**config.mk**
```make
export PLATFORM = sky130hd
export DESIGN_NAME = oad_decode
export DESIGN_NICKNAME = d
export VERILOG_FILES = /design/src/verilog/oad_decode.v /design/src/verilog/oad_gpr.v
export VERILOG_INCLUDE_DIRS = /design/src /design/src/verilog
export SDC_FILE = /design/constraint.sdc
export NUM_CORES = 1
export LEC_CHECK = 0
export ABC_AREA = 0
export BUFFER_PORTS_ARGS = -buffer_cell sky130_fd_sc_hd__buf_2
export CAP_MARGIN = 20
export CORE_MARGIN = 2
export CORE_UTILIZATION = 40
export CTS_BUF_LIST = sky130_fd_sc_hd__clkbuf_8
export CTS_CLUSTER_SIZE = 24
export DETAILED_ROUTE_END_ITERATION = 10
export PLACE_DENSITY_LB_ADDON = 0.08
export SLEW_MARGIN = 10
export SYNTH_ARGS = -nofsm -noshare
export SYNTH_HDL_FRONTEND = slang
export SYNTH_SLANG_ARGS = --single-unit
export TNS_END_PERCENT = 10
```
**constraint.sdc**
```tcl
create_clock -name clk_sys -period 8.2 [get_ports clk_sys]
set_input_delay 1.23 -clock clk_sys [delete_from_list [all_inputs] [get_ports clk_sys]]
set_output_delay 1.23 -clock clk_sys [all_outputs]
set_load 0.02 [all_outputs]
```
**src/verilog/oad_regs.vh**
```
// Purpose: Constants for the operand address decode block
// Assumes: 16-bit instruction and data words
// Notes:   Definitions only
`ifndef OAD_REGS_VH
`define OAD_REGS_VH
// Instruction field positions
`define OAD_OPC_HI      15
`define OAD_OPC_LO      6
`define OAD_MODE_HI     5
`define OAD_MODE_LO     3
`define OAD_DEFER_BIT   3
`define OAD_REG_HI      2
`define OAD_REG_LO      0
// Register selects
`define OAD_SEL_SP      3'h6
`define OAD_SEL_PC      3'h7
// Processor modes
`define OAD_PM_KERNEL   2'h0
`define OAD_PM_SUPER    2'h1
`define OAD_PM_USER     2'h3
// Steps
`define OAD_STEP_WORD   16'h0002
`define OAD_STEP_BYTE   16'h0001
// Reset values
`define OAD_PC_RST      16'h0000
`define OAD_SP_RST      16'h0000
// Sequencer states
`define OAD_ST_FETCH    3'h0
`define OAD_ST_EXT      3'h1
`define OAD_ST_IND      3'h2
`define OAD_ST_DONE     3'h3
`define OAD_ST_PUSH     3'h4
`endif
```
**src/verilog/oad_decode.v**
```verilog
// Purpose: Single-operand decode and destination operand resolution
// Assumes: Memory port answers a read with memAck, later cycle or same
// Notes:   Index word and deferred pointers are fetched through memory port
`include "oad_regs.vh"

module oad_decode (
	// Clock and reset
	input  wire        clk_sys,
	input  wire        rst_b,
	// Control
	input  wire        startFetch,
	input  wire        bankSel,
	input  wire [1:0]  procMode,
	input  wire        trapReq,
	input  wire [15:0] trapWord,
	input  wire        byteOp,
	input  wire        regWrEn,
	input  wire [15:0] regWrData,
	// Memory port
	input  wire        memAck,
	input  wire [15:0] memRdData,
	output reg         memReq_q,
	output reg         memWr_q,
	output reg  [15:0] memAddr_q,
	output reg  [15:0] memWrData_q,
	// Decode results
	output reg  [9:0]  opCode_q,
	output reg  [2:0]  dstMode_q,
	output reg  [2:0]  dstReg_q,
	output reg         deferred_q,
	output reg         isRegOperand_q,
	output reg  [15:0] operand_q,
	output reg  [15:0] operandAddr_q,
	output reg         done_q,
	output reg  [15:0] pcValue_q,
	output reg  [15:0] spValue_q
);
	// ----------------------------------------
	// State
	// ----------------------------------------
	reg  [2:0]  state_q;         // Sequencer state
	reg  [2:0]  state_d;         // Next state
	reg  [15:0] instr_q;         // Latched instruction
	reg  [15:0] pc_q;            // Program counter
	reg  [15:0] pc_d;            // Next program counter
	reg  [15:0] spKer_q;         // Kernel stack pointer
	reg  [15:0] spSup_q;         // Supervisor stack pointer
	reg  [15:0] spUsr_q;         // User stack pointer
	reg  [15:0] spNew;           // Stack pointer write value
	reg         spWr;            // Stack pointer write enable
	reg  [15:0] gprNew;          // General register write value
	reg         gprWr;           // General register write enable
	reg  [15:0] selVal;          // Selected register contents
	reg  [15:0] step;            // Pointer step size
	reg  [15:0] ptrAfter;        // Register after step
	reg  [15:0] addr;            // Effective address
	reg         trapPend_q;      // Second trap push pending
	wire [15:0] gprVal [0:11];   // Both banks
	wire [2:0]  rSel;            // Register select
	wire [2:0]  mode;            // Mode field
	wire [15:0] spCur;           // Active stack pointer
	wire [3:0]  gprIdx;          // Bank-adjusted index
	wire [15:0] spDec;           // Stack pointer minus two

	assign rSel   = instr_q[`OAD_REG_HI:`OAD_REG_LO];
	assign mode   = instr_q[`OAD_MODE_HI:`OAD_MODE_LO];
	assign gprIdx = {1'b0, rSel} + (bankSel ? 4'h6 : 4'h0);
	// One stack pointer per processor mode
	assign spCur  = (procMode == `OAD_PM_KERNEL) ? spKer_q :
			(procMode == `OAD_PM_SUPER) ? spSup_q : spUsr_q;
	// Pre-decremented pointer for pushes
	assign spDec  = spCur - `OAD_STEP_WORD;

	// ----------------------------------------
	// Register banks
	// ----------------------------------------
	// Index 0-5 primary bank, 6-11 alternate bank
	genvar gi;
	generate
		for (gi = 0; gi < 12; gi = gi + 1) begin : gBank
			oad_gpr uGpr (
				.clk_sys (clk_sys),
				.rst_b   (rst_b),
				.wrEn    (gprWr && (gprIdx == gi)),
				.wrData  (gprNew),
				.value_q (gprVal[gi])
			);
		end
	endgenerate

	// ----------------------------------------
	// Operand arithmetic
	// ----------------------------------------
	always @* begin
		// Selected register contents
		if (rSel == `OAD_SEL_PC) begin
			selVal = pc_q;
		end else if (rSel == `OAD_SEL_SP) begin
			selVal = spCur;
		end else begin
			selVal = gprVal[gprIdx];
		end
		// Step size
		if (byteOp && rSel != `OAD_SEL_SP && rSel != `OAD_SEL_PC) begin
			step = `OAD_STEP_BYTE;
		end else begin
			step = `OAD_STEP_WORD;
		end
		// Pointer motion
		// Modes two and three step up, four and five step down
		case (mode[2:1])
			2'h1: ptrAfter = selVal + step;
			2'h2: ptrAfter = selVal - step;
			default: ptrAfter = selVal;
		endcase
		// Address before deferral
		if (mode[2:1] == 2'h2) begin
			addr = ptrAfter;
		end else begin
			addr = selVal;
		end
	end

	// ----------------------------------------
	// Next-state logic
	// ----------------------------------------
	always @* begin
		state_d = state_q;
		pc_d    = pc_q;
		spWr    = 1'b0;
		spNew   = spCur;
		gprWr   = 1'b0;
		gprNew  = regWrData;
		case (state_q)
			`OAD_ST_FETCH: begin
				// Instruction word fetch
				// A pending trap wins over a new fetch
				if (trapReq && !memReq_q) begin
					spWr    = 1'b1;
					spNew   = spDec;
					state_d = `OAD_ST_PUSH;
				end else if (memReq_q && memAck) begin
					pc_d = pc_q + `OAD_STEP_WORD;
					if (memRdData[`OAD_MODE_HI:`OAD_MODE_LO] == 3'h0) begin
						state_d = `OAD_ST_DONE;
					end else if (memRdData[`OAD_MODE_HI:`OAD_MODE_HI-1] == 2'h3) begin
						state_d = `OAD_ST_EXT;
					end else if (memRdData[`OAD_MODE_HI:`OAD_MODE_HI-1] == 2'h0) begin
						// Register deferred needs no pointer read
						state_d = `OAD_ST_DONE;
					end else begin
						// Stepping deferred forms read a pointer first
						state_d = memRdData[`OAD_DEFER_BIT] ? `OAD_ST_IND :
							`OAD_ST_DONE;
					end
				end
			end
			`OAD_ST_EXT: begin
				// Index word fetched, PC advances past it
				if (memAck) begin
					pc_d    = pc_q + `OAD_STEP_WORD;
					state_d = mode[0] ? `OAD_ST_IND : `OAD_ST_DONE;
				end
			end
			`OAD_ST_IND: begin
				// Pointer read for deferred forms
				// Waits for the answer to the pointer request
				if (memReq_q && memAck) begin
					state_d = `OAD_ST_DONE;
				end
			end
			`OAD_ST_PUSH: begin
				// Second word of the trap frame
				if (memAck && !trapPend_q) begin
					state_d = `OAD_ST_FETCH;
				end else if (memAck) begin
					spWr  = 1'b1;
					spNew = spDec;
				end
			end
			`OAD_ST_DONE: begin
				// One completion cycle, then back to fetch
				state_d = `OAD_ST_FETCH;
			end
			default: state_d = `OAD_ST_FETCH;
		endcase
		// Register stepping from modes two to five, once per instruction
		if ((state_q == `OAD_ST_DONE) && (mode[2:1] == 2'h1 || mode[2:1] == 2'h2)) begin
			if (rSel == `OAD_SEL_SP) begin
				spWr  = 1'b1;
				spNew = ptrAfter;
			end else if (rSel == `OAD_SEL_PC) begin
				pc_d = (mode[2:1] == 2'h1) ? pc_q + `OAD_STEP_WORD : ptrAfter;
			end else begin
				gprWr  = 1'b1;
				gprNew = ptrAfter;
			end
		end else if (regWrEn && state_q == `OAD_ST_FETCH) begin
			// Direct writes only reach the six bank registers
			gprWr  = rSel < `OAD_SEL_SP;
			// Byte writes merge the low byte only
			gprNew = byteOp ? {selVal[15:8], regWrData[7:0]} : regWrData;
		end
	end

	// ----------------------------------------
	// Sequential state
	// ----------------------------------------
	always @(posedge clk_sys or negedge rst_b) begin
		if (!rst_b) begin
			state_q        <= `OAD_ST_FETCH;
			instr_q        <= 16'h0000;
			pc_q           <= `OAD_PC_RST;
			spKer_q        <= `OAD_SP_RST;
			spSup_q        <= `OAD_SP_RST;
			spUsr_q        <= `OAD_SP_RST;
			trapPend_q     <= 1'b0;
			memReq_q       <= 1'b0;
			memWr_q        <= 1'b0;
			memAddr_q      <= 16'h0000;
			memWrData_q    <= 16'h0000;
			opCode_q       <= 10'h000;
			dstMode_q      <= 3'h0;
			dstReg_q       <= 3'h0;
			deferred_q     <= 1'b0;
			isRegOperand_q <= 1'b0;
			operand_q      <= 16'h0000;
			operandAddr_q  <= 16'h0000;
			done_q         <= 1'b0;
			pcValue_q      <= `OAD_PC_RST;
			spValue_q      <= `OAD_SP_RST;
		end else begin
			state_q   <= state_d;
			pc_q      <= pc_d;
			// Mirrors follow the next PC and the active stack pointer
			pcValue_q <= pc_d;
			spValue_q <= spWr ? spNew : spCur;
			done_q    <= (state_q == `OAD_ST_DONE);
			// Stack pointer bank write
			if (spWr) begin
				case (procMode)
					`OAD_PM_KERNEL: spKer_q <= spNew;
					`OAD_PM_SUPER:  spSup_q <= spNew;
					default:        spUsr_q <= spNew;
				endcase
			end
			// Memory request sequencing
			case (state_q)
				`OAD_ST_FETCH: begin
					if (trapReq && !memReq_q) begin
						memReq_q    <= 1'b1;
						memWr_q     <= 1'b1;
						memAddr_q   <= spDec;
						memWrData_q <= trapWord;
						trapPend_q  <= 1'b1;
					end else if (memReq_q && memAck) begin
						instr_q    <= memRdData;
						opCode_q   <= memRdData[`OAD_OPC_HI:`OAD_OPC_LO];
						dstMode_q  <= memRdData[`OAD_MODE_HI:`OAD_MODE_LO];
						dstReg_q   <= memRdData[`OAD_REG_HI:`OAD_REG_LO];
						deferred_q <= memRdData[`OAD_DEFER_BIT];
						memReq_q   <= (state_d == `OAD_ST_EXT);
						memAddr_q  <= pc_d;
						memWr_q    <= 1'b0;
					end else if (startFetch && !memReq_q) begin
						memReq_q  <= 1'b1;
						memWr_q   <= 1'b0;
						memAddr_q <= pc_q;
					end
				end
				`OAD_ST_EXT: begin
					if (memAck) begin
						// PC-relative uses PC already past the index word
						operandAddr_q <= memRdData + ((rSel == `OAD_SEL_PC) ? pc_d : selVal);
						memAddr_q     <= memRdData + ((rSel == `OAD_SEL_PC) ? pc_d : selVal);
						memReq_q      <= mode[0];
					end
				end
				`OAD_ST_IND: begin
					if (!memReq_q) begin
						// Pointer read once the instruction and PC have settled
						memReq_q  <= 1'b1;
						memWr_q   <= 1'b0;
						memAddr_q <= addr;
					end else if (memAck) begin
						operandAddr_q <= memRdData;
						memReq_q      <= 1'b0;
					end
				end
				`OAD_ST_PUSH: begin
					// First answer: queue the PC one word lower
					if (memAck && trapPend_q) begin
						memAddr_q   <= spDec;
						memWrData_q <= pc_q;
						trapPend_q  <= 1'b0;
					end else if (memAck) begin
						memReq_q <= 1'b0;
						memWr_q  <= 1'b0;
					end
				end
				default: begin
					// Completion and unused codes drop the request
					memReq_q <= 1'b0;
				end
			endcase
			// Operand and address for the non-indexed forms
			if (state_q == `OAD_ST_FETCH && memReq_q && memAck && !memWr_q) begin
				isRegOperand_q <= (memRdData[`OAD_MODE_HI:`OAD_MODE_LO] == 3'h0);
			end
			if (state_q != `OAD_ST_FETCH && state_q != `OAD_ST_EXT
					&& state_q != `OAD_ST_PUSH && mode[2:1] != 2'h3) begin
				if (mode == 3'h0) begin
					operand_q <= byteOp ? {8'h00, selVal[7:0]} : selVal;
				end else if (state_q == `OAD_ST_DONE && (!mode[0] || mode[2:1] == 2'h0)) begin
					// Modes one, two and four take the address from the register
					operandAddr_q <= addr;
				end
			end
		end
	end
endmodule // oad_decode

```
**src/verilog/oad_gpr.v**
```verilog
// Purpose: One 16-bit general register with write port
// Assumes: Single clock, asynchronous active-low reset
// Notes:   Instantiated once per register of each bank
module oad_gpr (
	// Clock and reset
	input  wire        clk_sys,
	input  wire        rst_b,
	// Write port
	input  wire        wrEn,
	input  wire [15:0] wrData,
	// Stored value
	output reg  [15:0] value_q
);
	// ----------------------------------------
	// Storage
	// ----------------------------------------
	always @(posedge clk_sys or negedge rst_b) begin
		if (!rst_b) begin
			value_q <= 16'h0000;
		end else if (wrEn) begin
			value_q <= wrData;
		end
	end
endmodule // oad_gpr

```
==> flow_summary.toml, run 1 <==
[outcome]
status = "finished clean"

[detailed_routing]
wire_per_inst_um = 24.3
vias_per_cell = 5.73
vias = 16754
wl_um = 71000
first_pass_iters = 5
drc = 0
drt_iter0_markers = 1643
ant_nets = 0

[finish]
fin_nets = 2355
syn_to_final_growth_pct = 15.4
post-route-util_pct = 46.5
layout-drive-gt1-share_pct = 20.6

[yosys]
yosys.area.top_type = "dfrtp_1"
synth_edf_count = 0
synth-seq-area-share_pct = 46.0
synth_cells = 2088
synth_area_um2 = 19600
synth-async-reset-ratio_pct = 100
ys_top_cells_by_area = "dfrtp_1 46%, nand2_1 7.7%, o21ai_0 7.5%"
yosys.cell_types.count = 86
avgSynthCellArea_um2 = 9.38
syn-num-nets = 2188
ys_seq_elements = 360
synth_top_area_share_pct = 46.0
synth-main-ff-cell = "dfrtp_1"
ys_top_cells_by_count = "402 x nand2_1, 360 x dfrtp_1, 293 x o21ai_0"
yosysWarnings = 0
yosysMostFrequentCell = "nand2_1"

[timing]
fin_crit_ps = 6990
layout_worst_path_cycle_share_pct = 85.3
maxSlewHeadroom_pct = 30.9
setup_viol = 0
max_clock_freq_ghz = 0.143
rsz0062_at_grt = "false"
skew_ps = 40.2
fin_setup_tns_ps = 0
hold_violations = 0
maxSlewViolCount = 0
worst_pin_slew_ps = 1030
setup_slack_ps = 1210

[min_path]
min_path_cells = 2
hp-class = "reg -> reg"

[grt]
first_global_vias = 16261
track_usage_pct = 28.3
grt_max_degree = 144
antenna_found_initial = 1
grt_overflow_total = 0
grt_pass1_wl_um = 106000

[floorplanning]
die_w_um = 225
num_io_pins = 175
rows = 81
core_um2 = 48600
start_util_pct = 40.2
dieHeight_um = 225
dieArea_um2 = 50700

[cts]
htreeDepth = 3
cts_buffer_depth = 3
cts_sinks = 360
hold_buffers = 0
post_cts_buffers = 0
numCtsBuffers = 68
cts-root-buf = "clkbuf_8"
clk_latency_ps = 670
path_clk_slew_ps = 60
ctsResizeCount = 0
cts_tree = "done"

[critical_path]
crit_type = "in -> reg"
critPathCapture = "operandAddr_q[15]"
worstPathRequired_ps = 8770
startpoint_type = "primary input"
worstPathArrival_ps = 7560
reg2regPathDepth = 27
end_kind = "flip-flop"
crit_path_max_fanout = 15
r2r-start = "dstReg_q[1]"
r2r-end = "operandAddr_q[15]"
setup.worst_path.start = "bankSel"
ff2ff_setup_slack_ps = 1300

[placement]
dp.final_hpwl_um = 51700
numPortBuffers = 174
place_congestion = 0.941
dp_worst_setup_slack_ps = 709

[job]
maxCapViolCount = 0
-- critical path: stages --
cell	delay, ps
buf_2	110
ha_2	160
inv_1	40
fa_1	600
buf_4	230
buf_4	260
a21oi_1	60
a21oi_1	190
nor2_1	120
a21oi_1	490
ha_1	320
and3_1	230
o211ai_1	110
a21oi_1	370
a211oi_1	130
xnor2_1	400
mux2i_1	170
o21ai_0	320
nand2_1	90
a21oi_1	270
ha_1	330
nand2_1	110
o21ai_0	110
o31a_1	270
o21ai_0	180
nand2b_1	110
xnor3_1	360
o21ai_0	160
-- layout by cell type (no fill, tap or decap), drive strengths merged, types with 17 or more instances in the layout --
| master | instances |
|---|---|
| a21oi | 132 |
| a31oi | 23 |
| mux2i | 46 |
| ha | 39 |
| mux4 | 48 |
| mux2 | 42 |
| buf | 246 |
| a211oi | 17 |
| nor2 | 140 |
| a21o | 17 |
| clkbuf | 86 |
| nor3 | 29 |
| nand2 | 403 |
| a22o | 19 |
| xor2 | 22 |
| o21ai | 306 |
| inv | 62 |
| dfrtp | 360 |
| nand3 | 20 |
| xnor2 | 31 |
-- cell families after synthesis --
group | after synthesis | synth area share [%]
flops | 360 | 46.0
fa+ha+maj | 42 | 2.80
mux | 136 | 10.7
buf+inv | 192 | 4.21
simple gates | 674 | 14.6
compound gates | 630 | 19.2
xor+xnor | 54 | 2.49
-- final cells by class --
type / instances / area (µm²)
well taps: 622 / 778
clock inverters: 32 / 249
multi-input cells: 1536 / 9760
fillers: 4746 / 26100
repair buffers: 247 / 1470
diodes: 1 / 2.50
inverters: 42 / 158
clock buffers: 85 / 1170
flip-flops and latches: 360 / 9010
-- per-layer routing --
| layer | up-vias | track usage (%) | share of wire, % |
|---|---|---|---|
| li1 | 7724 | - | - |
| met5 | - | 0 | 0 |
| met3 | 127 | 4.63 | 6.6 |
| met2 | 650 | 44.8 | 46 |
| met4 | 0 | 9.42 | 3.1 |
| met1 | 8253 | 39.8 | 44 |
-- flip-flops by register name (all words and copies together) (netlist names) --
name                flops
operand_q              16
memWr_q                 1
state_q                 3
spUsr_q                16
dstReg_q                2
isRegOperand_q          1
spKer_q                16
trapPend_q              1
instr_q                 1
memReq_q                1
spValue_q              16
opCode_q               10
operandAddr_q          16
gBank.uGpr.value_q    192
memWrData_q            16
dstMode_q               3
spSup_q                16
memAddr_q              16
done_q                  1
pc_q                   16
-- through the flow --
stage                     cell area [µm²]  hold slack [ps]  std cells
final                               22600              468       2925
after global routing                22600              486       2924
after CTS                           22600              476       2921
after detailed placement            21100              462       2804
after global placement              21100              456       2804
after floorplan                     19600              444       2088
-- worst min-delay path by stage --
stage	end	from
finish	memAddr_q[1]	memAddr_q[1]
global route	memAddr_q[1]	memAddr_q[1]
CTS	memAddr_q[1]	memAddr_q[1]
detailed placement	memAddr_q[1]	memAddr_q[1]
global placement	memAddr_q[1]	memAddr_q[1]
floorplan	spSup_q[12]	spSup_q[12]
Power of run 1 is left out: the tool's default activity adds up to more than one toggle a clock period on the data nets, which glitch-free logic cannot reach.
==> run 2: changes to the inputs <==
- ABC_AREA: 0 -> 1
==> run 2 against run 1 <==
  * Fmax is 0.43% higher
  * Register-to-register slack better by 110 ps
  * Global-route usage is 2.3 points higher
  * Clock skew is 0.62 ps lower
  * Non-clock buffer count is 38 lower
  * Core utilization is 0.46 points lower
  * Critical endpoint is now memAddr_q[12]
  * Critical path type unchanged
  * Synthesized area is 6.0% higher
==> flow_summary.toml, run 2 <==
[critical_path]
startpoint_type = "primary input"
crit_type = "in -> reg"
cpMostUsedCell = "nand2_1"
end_kind = "flip-flop"
crit_path_max_fanout = 10
ff2ff_setup_slack_ps = 1410
worstPathArrival_ps = 7560
max_stage_delay_ps = 670
worstPathRequired_ps = 8800
critPathSlowestCell = "nor2_1"

[detailed_routing]
vias_per_cell = 5.47
vias = 19636
drc = 0
wire_per_inst_um = 22.8
wl_um = 81700
ant_nets = 0
first_pass_iters = 5
drt_iter0_markers = 1842

[timing]
rsz0062_at_grt = "false"
worst_pin_slew_ps = 1110
fin_setup_tns_ps = 0
skew_ps = 39.5
max_clock_freq_ghz = 0.144
layout_worst_path_cycle_share_pct = 84.9
maxSlewViolCount = 0
setup_viol = 0
maxSlewHeadroom_pct = 26.2
hold_violations = 0
fin_crit_ps = 6960

[yosys]
ys_top_cells_by_area = "dfrtp_1 43%, nand2_1 17%, o21ai_0 4.5%"
yosys.cell_types.count = 64
synth_top_area_share_pct = 43.4
avgSynthCellArea_um2 = 7.70
synth-seq-area-share_pct = 43.4
synth_area_um2 = 20800
syn-num-nets = 2796
synth-async-reset-ratio_pct = 100
ys_seq_elements = 360
synth_cells = 2696
ys_top_cells_by_count = "931 x nand2_1, 360 x dfrtp_1, 212 x inv_1"
synth_edf_count = 0
yosysWarnings = 0
yosysMostFrequentCell = "nand2_1"
yosys.area.top_type = "dfrtp_1"
synth-main-ff-cell = "dfrtp_1"

[min_path]
hp-class = "reg -> reg"

[grt]
grt_max_degree = 139
gr-max-usage-layer = "met2"
track_usage_pct = 30.6
antenna_found_initial = 1
grt_pass1_wl_um = 122000
grt_overflow_total = 0
met2_usage_pct = 49.8
grt_use_met1_pct = 41.0
first_global_vias = 18865
use_met3_pct = 5.01

[floorplanning]
num_io_pins = 175
die_w_um = 232
rows = 83
start_util_pct = 40.5
dieHeight_um = 232
dieArea_um2 = 53700
core_um2 = 51300

[cts]
hold_buffers = 0
path_clk_slew_ps = 60
clk_latency_ps = 690
cts_buffer_depth = 3
cts_sinks = 360
numCtsBuffers = 70
cts-root-buf = "clkbuf_8"
ctsResizeCount = 0
htreeDepth = 3
post_cts_buffers = 0
cts_tree = "done"

[finish]
regMostFlops = "gBank.uGpr.value_q"
fin_nets = 2960
syn_to_final_growth_pct = 13.7
fill_cells = 5318
final_common_cell = "nand2_1"
mostFrequentLayoutCells = "931 x nand2_1, 360 x dfrtp_1, 234 x inv_1"
post-route-util_pct = 46.0
largest_reg_flops = 192
layout-drive-gt1-share_pct = 16.7

[outcome]
status = "finished clean"

[power]
powerDensity_nw_per_um2 = 521
vdd_drop_max_v = 0.000194
leakage_nw = 11.9

[placement]
place_congestion = 0.998
dp.final_hpwl_um = 61600
numPortBuffers = 174

[job]
maxCapViolCount = 0
run 2: cell families (layout without fill, tap and decap cells):
logic type / after synthesis / in the layout / share of synthesized area [%]
compound gates: 624 / 624 / 18.7
buf+inv: 376 / 591 / 7.77
simple gates: 1254 / 1254 / 25.8
flops: 360 / 360 / 43.4
xor+xnor: 39 / 39 / 1.65
mux: 1 / 1 / 0.0482
other cells: 0 / 1 / 0
fa+ha+maj: 42 / 42 / 2.64
run 2: path summary, 6_finish.rpt:
kind                                  start                        end  cells past startpoint
max in group asynchronous             rst_b  gBank[1].uGpr.value_q[13]                      2
worst min register to register  opCode_q[6]                opCode_q[6]                      2
min in group asynchronous             rst_b               spValue_q[2]                      1
worst max register to register  dstReg_q[1]              memAddr_q[12]                     33
worst max-delay path                bankSel              memAddr_q[12]                     34
worst min-delay path            opCode_q[6]                opCode_q[6]                      2
run 2: metrics by stage:
step	instance area [µm²]	hold slack [ps]	power [mW]	setup WS (ps)	std cells
6_report	23600	465	12.3	1240	3592
5_1_grt	23600	493	13.2	719	3592
4_1_cts	23600	468	12.3	1300	3591
3_5_place_dp	22100	454	10.3	610	3468
3_3_place_gp	22100	450	10.3	622	3467
2_1_floorplan	20800	449	7.69	2020	2696
run 2: critical path: cells and delay by family:
kind	cells	cell delay [ps]
buf+inv	5	660
simple gates	14	2310
xor+xnor	2	310
compound gates	9	1750
fa+ha+maj	4	1300
run 2: final cells by class:
| class | count | area, µm² | area share, % |
|---|---|---|---|
| clock buffers | 91 | 1250 | 5.31 |
| repair buffers | 209 | 1150 | 4.89 |
| multi-input cells | 1960 | 10100 | 43.0 |
| well taps | 680 | 851 | 3.61 |
| flip-flops and latches | 360 | 9010 | 38.2 |
| inverters | 259 | 977 | 4.14 |
| diodes | 1 | 2.50 | 0.0106 |
| clock inverters | 32 | 213 | 0.902 |
run 2: power by group:
part / internal (mW) / switching (mW) / total [mW] / leakage [nW]
sequential: 2.57 / 0.487 / 3.06 / 4.54
clock: 1.06 / 0.830 / 1.89 / 0.835
combinational: 2.09 / 5.26 / 7.35 / 6.51
total: 5.72 / 6.57 / 12.3 / 11.9
run 2: metal layers:
metal | wire length, µm | vias to the layer above
met5 | 0 | -
met4 | 3040 | 0
met3 | 5100 | 149
met2 | 38600 | 770
met1 | 35000 | 9495
li1 | - | 9222
No activity file was read; power rests on OpenSTA's default activity.
==> run 3: changes to the inputs <==
- clock period: 8.2 -> 6.3 ns (I/O delays scaled with it)
==> run 3 against run 2 <==
  * Cell area rose by 3.5%
  * Core utilization rose by 1.6 points
  * Count of clock-buffer cells in the layout fell by 8
  * Routed wire length rose by 1.7%
  * Final cell count rose by 3.1%
  * Register-to-register slack got worse by 870 ps
  * Flip-flop and latch count did not move
  * Clock power rose by 22%
  * Critical path type is now reg -> reg
  * Largest power group unchanged
  * Highest routed layer is now met5
==> flow_summary.toml, run 3 (same netlist as run 2, synthesis figures left out) <==
[floorplanning]
die_w_um = 232
start_util_pct = 40.5
dieHeight_um = 232
core_um2 = 51300
dieArea_um2 = 53700
rows = 83
num_io_pins = 175

[cts]
cts_sinks = 360
path_clk_slew_ps = 60
cts_tree = "done"
ctsResizeCount = 0
cts_buffer_depth = 3
post_cts_buffers = 0
htreeDepth = 3
cts-root-buf = "clkbuf_8"
clk_latency_ps = 680
numCtsBuffers = 69
hold_buffers = 0

[critical_path]
cpMostUsedCell = "nand2_1"
startpoint_type = "flip-flop"
end_kind = "flip-flop"
max_stage_delay_ps = 710
critPathSlowestCell = "dfrtp_1"
worstPathRequired_ps = 6880
cp.buffers_inverters = 4
crit_type = "reg -> reg"
worstPathArrival_ps = 6340
crit_path_max_fanout = 24
cp_top_family = "simple AND/OR/NAND/NOR gates"

[power]
leakage_nw = 12.4
powerDensity_nw_per_um2 = 697
finalPower_mw = 17.0
vdd_drop_max_v = 0.000228

[detailed_routing]
first_pass_iters = 5
vias = 20022
drt_iter0_markers = 1677
vias_per_cell = 5.41
drc = 0
wire_per_inst_um = 22.5
ant_nets = 0
wl_um = 83200

[grt]
antenna_found_initial = 1
track_usage_pct = 31.0
grt_overflow_total = 0
first_global_vias = 19333
grt_pass1_wl_um = 124000
grt_max_degree = 125

[finish]
fin_nets = 3076
regMostFlops = "gBank.uGpr.value_q"
seq_area_um2 = 9010
n_antenna_cell = 0
syn_to_final_growth_pct = 17.7
mostFrequentLayoutCells = "931 x nand2_1, 359 x dfrtp_1, 236 x inv_1"
multi_input_area_um2 = 10100
largest_reg_flops = 192
final_common_cell = "nand2_1"
fill_cells = 5285
layout-drive-gt1-share_pct = 19.8

[timing]
setup_viol = 0
rsz0062_at_grt = "false"
hold_violations = 0
fin_crit_ps = 5760
layout_worst_path_cycle_share_pct = 91.4
maxSlewViolCount = 0
worst_pin_slew_ps = 1080
maxSlewHeadroom_pct = 27.2
max_clock_freq_ghz = 0.174
skew_ps = 39.3
fin_setup_tns_ps = 0

[placement]
numPortBuffers = 174
place_congestion = 0.976
dp.final_hpwl_um = 63300

[min_path]
hp-class = "in -> async"

[outcome]
status = "finished clean"

[job]
maxCapViolCount = 0
## run 3: layout make-up
cell class	instances	share of cell area, %
repair buffers	326	8.58
flip-flops and latches	360	36.9
clock inverters	36	0.861
clock buffers	83	4.68
well taps	680	3.48
multi-input cells	1960	41.5
inverters	259	4.00
## run 3: per-layer routing
metal | up-vias | share of wire (%) | track usage, %
met1 | 9784 | 43 | 41.1
met5 | - | 0.019 | 0
li1 | 9440 | - | -
met2 | 655 | 48 | 51.9
met4 | 2 | 3.0 | 9.76
met3 | 141 | 5.9 | 4.84
## run 3: worst register-to-register path: cells and delay by family, from the launching register on
| family | cells | cell delay [ps] |
|---|---|---|
| DFF | 1 | 710 |
| AOI/OAI and AO/OA | 7 | 1130 |
| and+or+nand+nor | 17 | 2320 |
| xor gates and xnor gates | 2 | 370 |
| adders and majority gates | 2 | 730 |
| buffers and inverters | 4 | 410 |
## run 3: path summary, 6_finish.rpt
kind	startpoint	endpoint	slack [ps]	depth (start not counted)
setup / recovery	dstReg_q[0]	memAddr_q[12]	540	32
hold / removal	rst_b	memWrData_q[0]	220	1
setup reg to reg	dstReg_q[0]	memAddr_q[12]	540	32
hold reg to reg	opCode_q[8]	opCode_q[8]	470	2
max in group asynchronous	rst_b	gBank[1].uGpr.value_q[11]	4730	2
min in group clk_sys	opCode_q[8]	opCode_q[8]	470	2
## run 3: stage by stage
stage / util [%] / std cells / setup slack, ps / area, µm² / hold slack (ps)
final: 47.6 / 3704 / 544 / 24400 / 222
after global routing: 47.6 / 3704 / 14.1 / 24400 / 233
after CTS: 47.6 / 3703 / 391 / 24400 / 204
after detailed placement: 44.9 / 3584 / -126 / 23100 / 457
after global placement: 44.9 / 3583 / -154 / 23100 / 449
after floorplan: - / 2696 / 407 / 20800 / 449
## run 3: where the power goes
group	switching (mW)	leakage, nW	internal (mW)	total [mW]
logic	7.08	7.10	3.63	10.7
registers	0.654	4.54	3.35	4.00
clock network	1.06	0.773	1.24	2.30
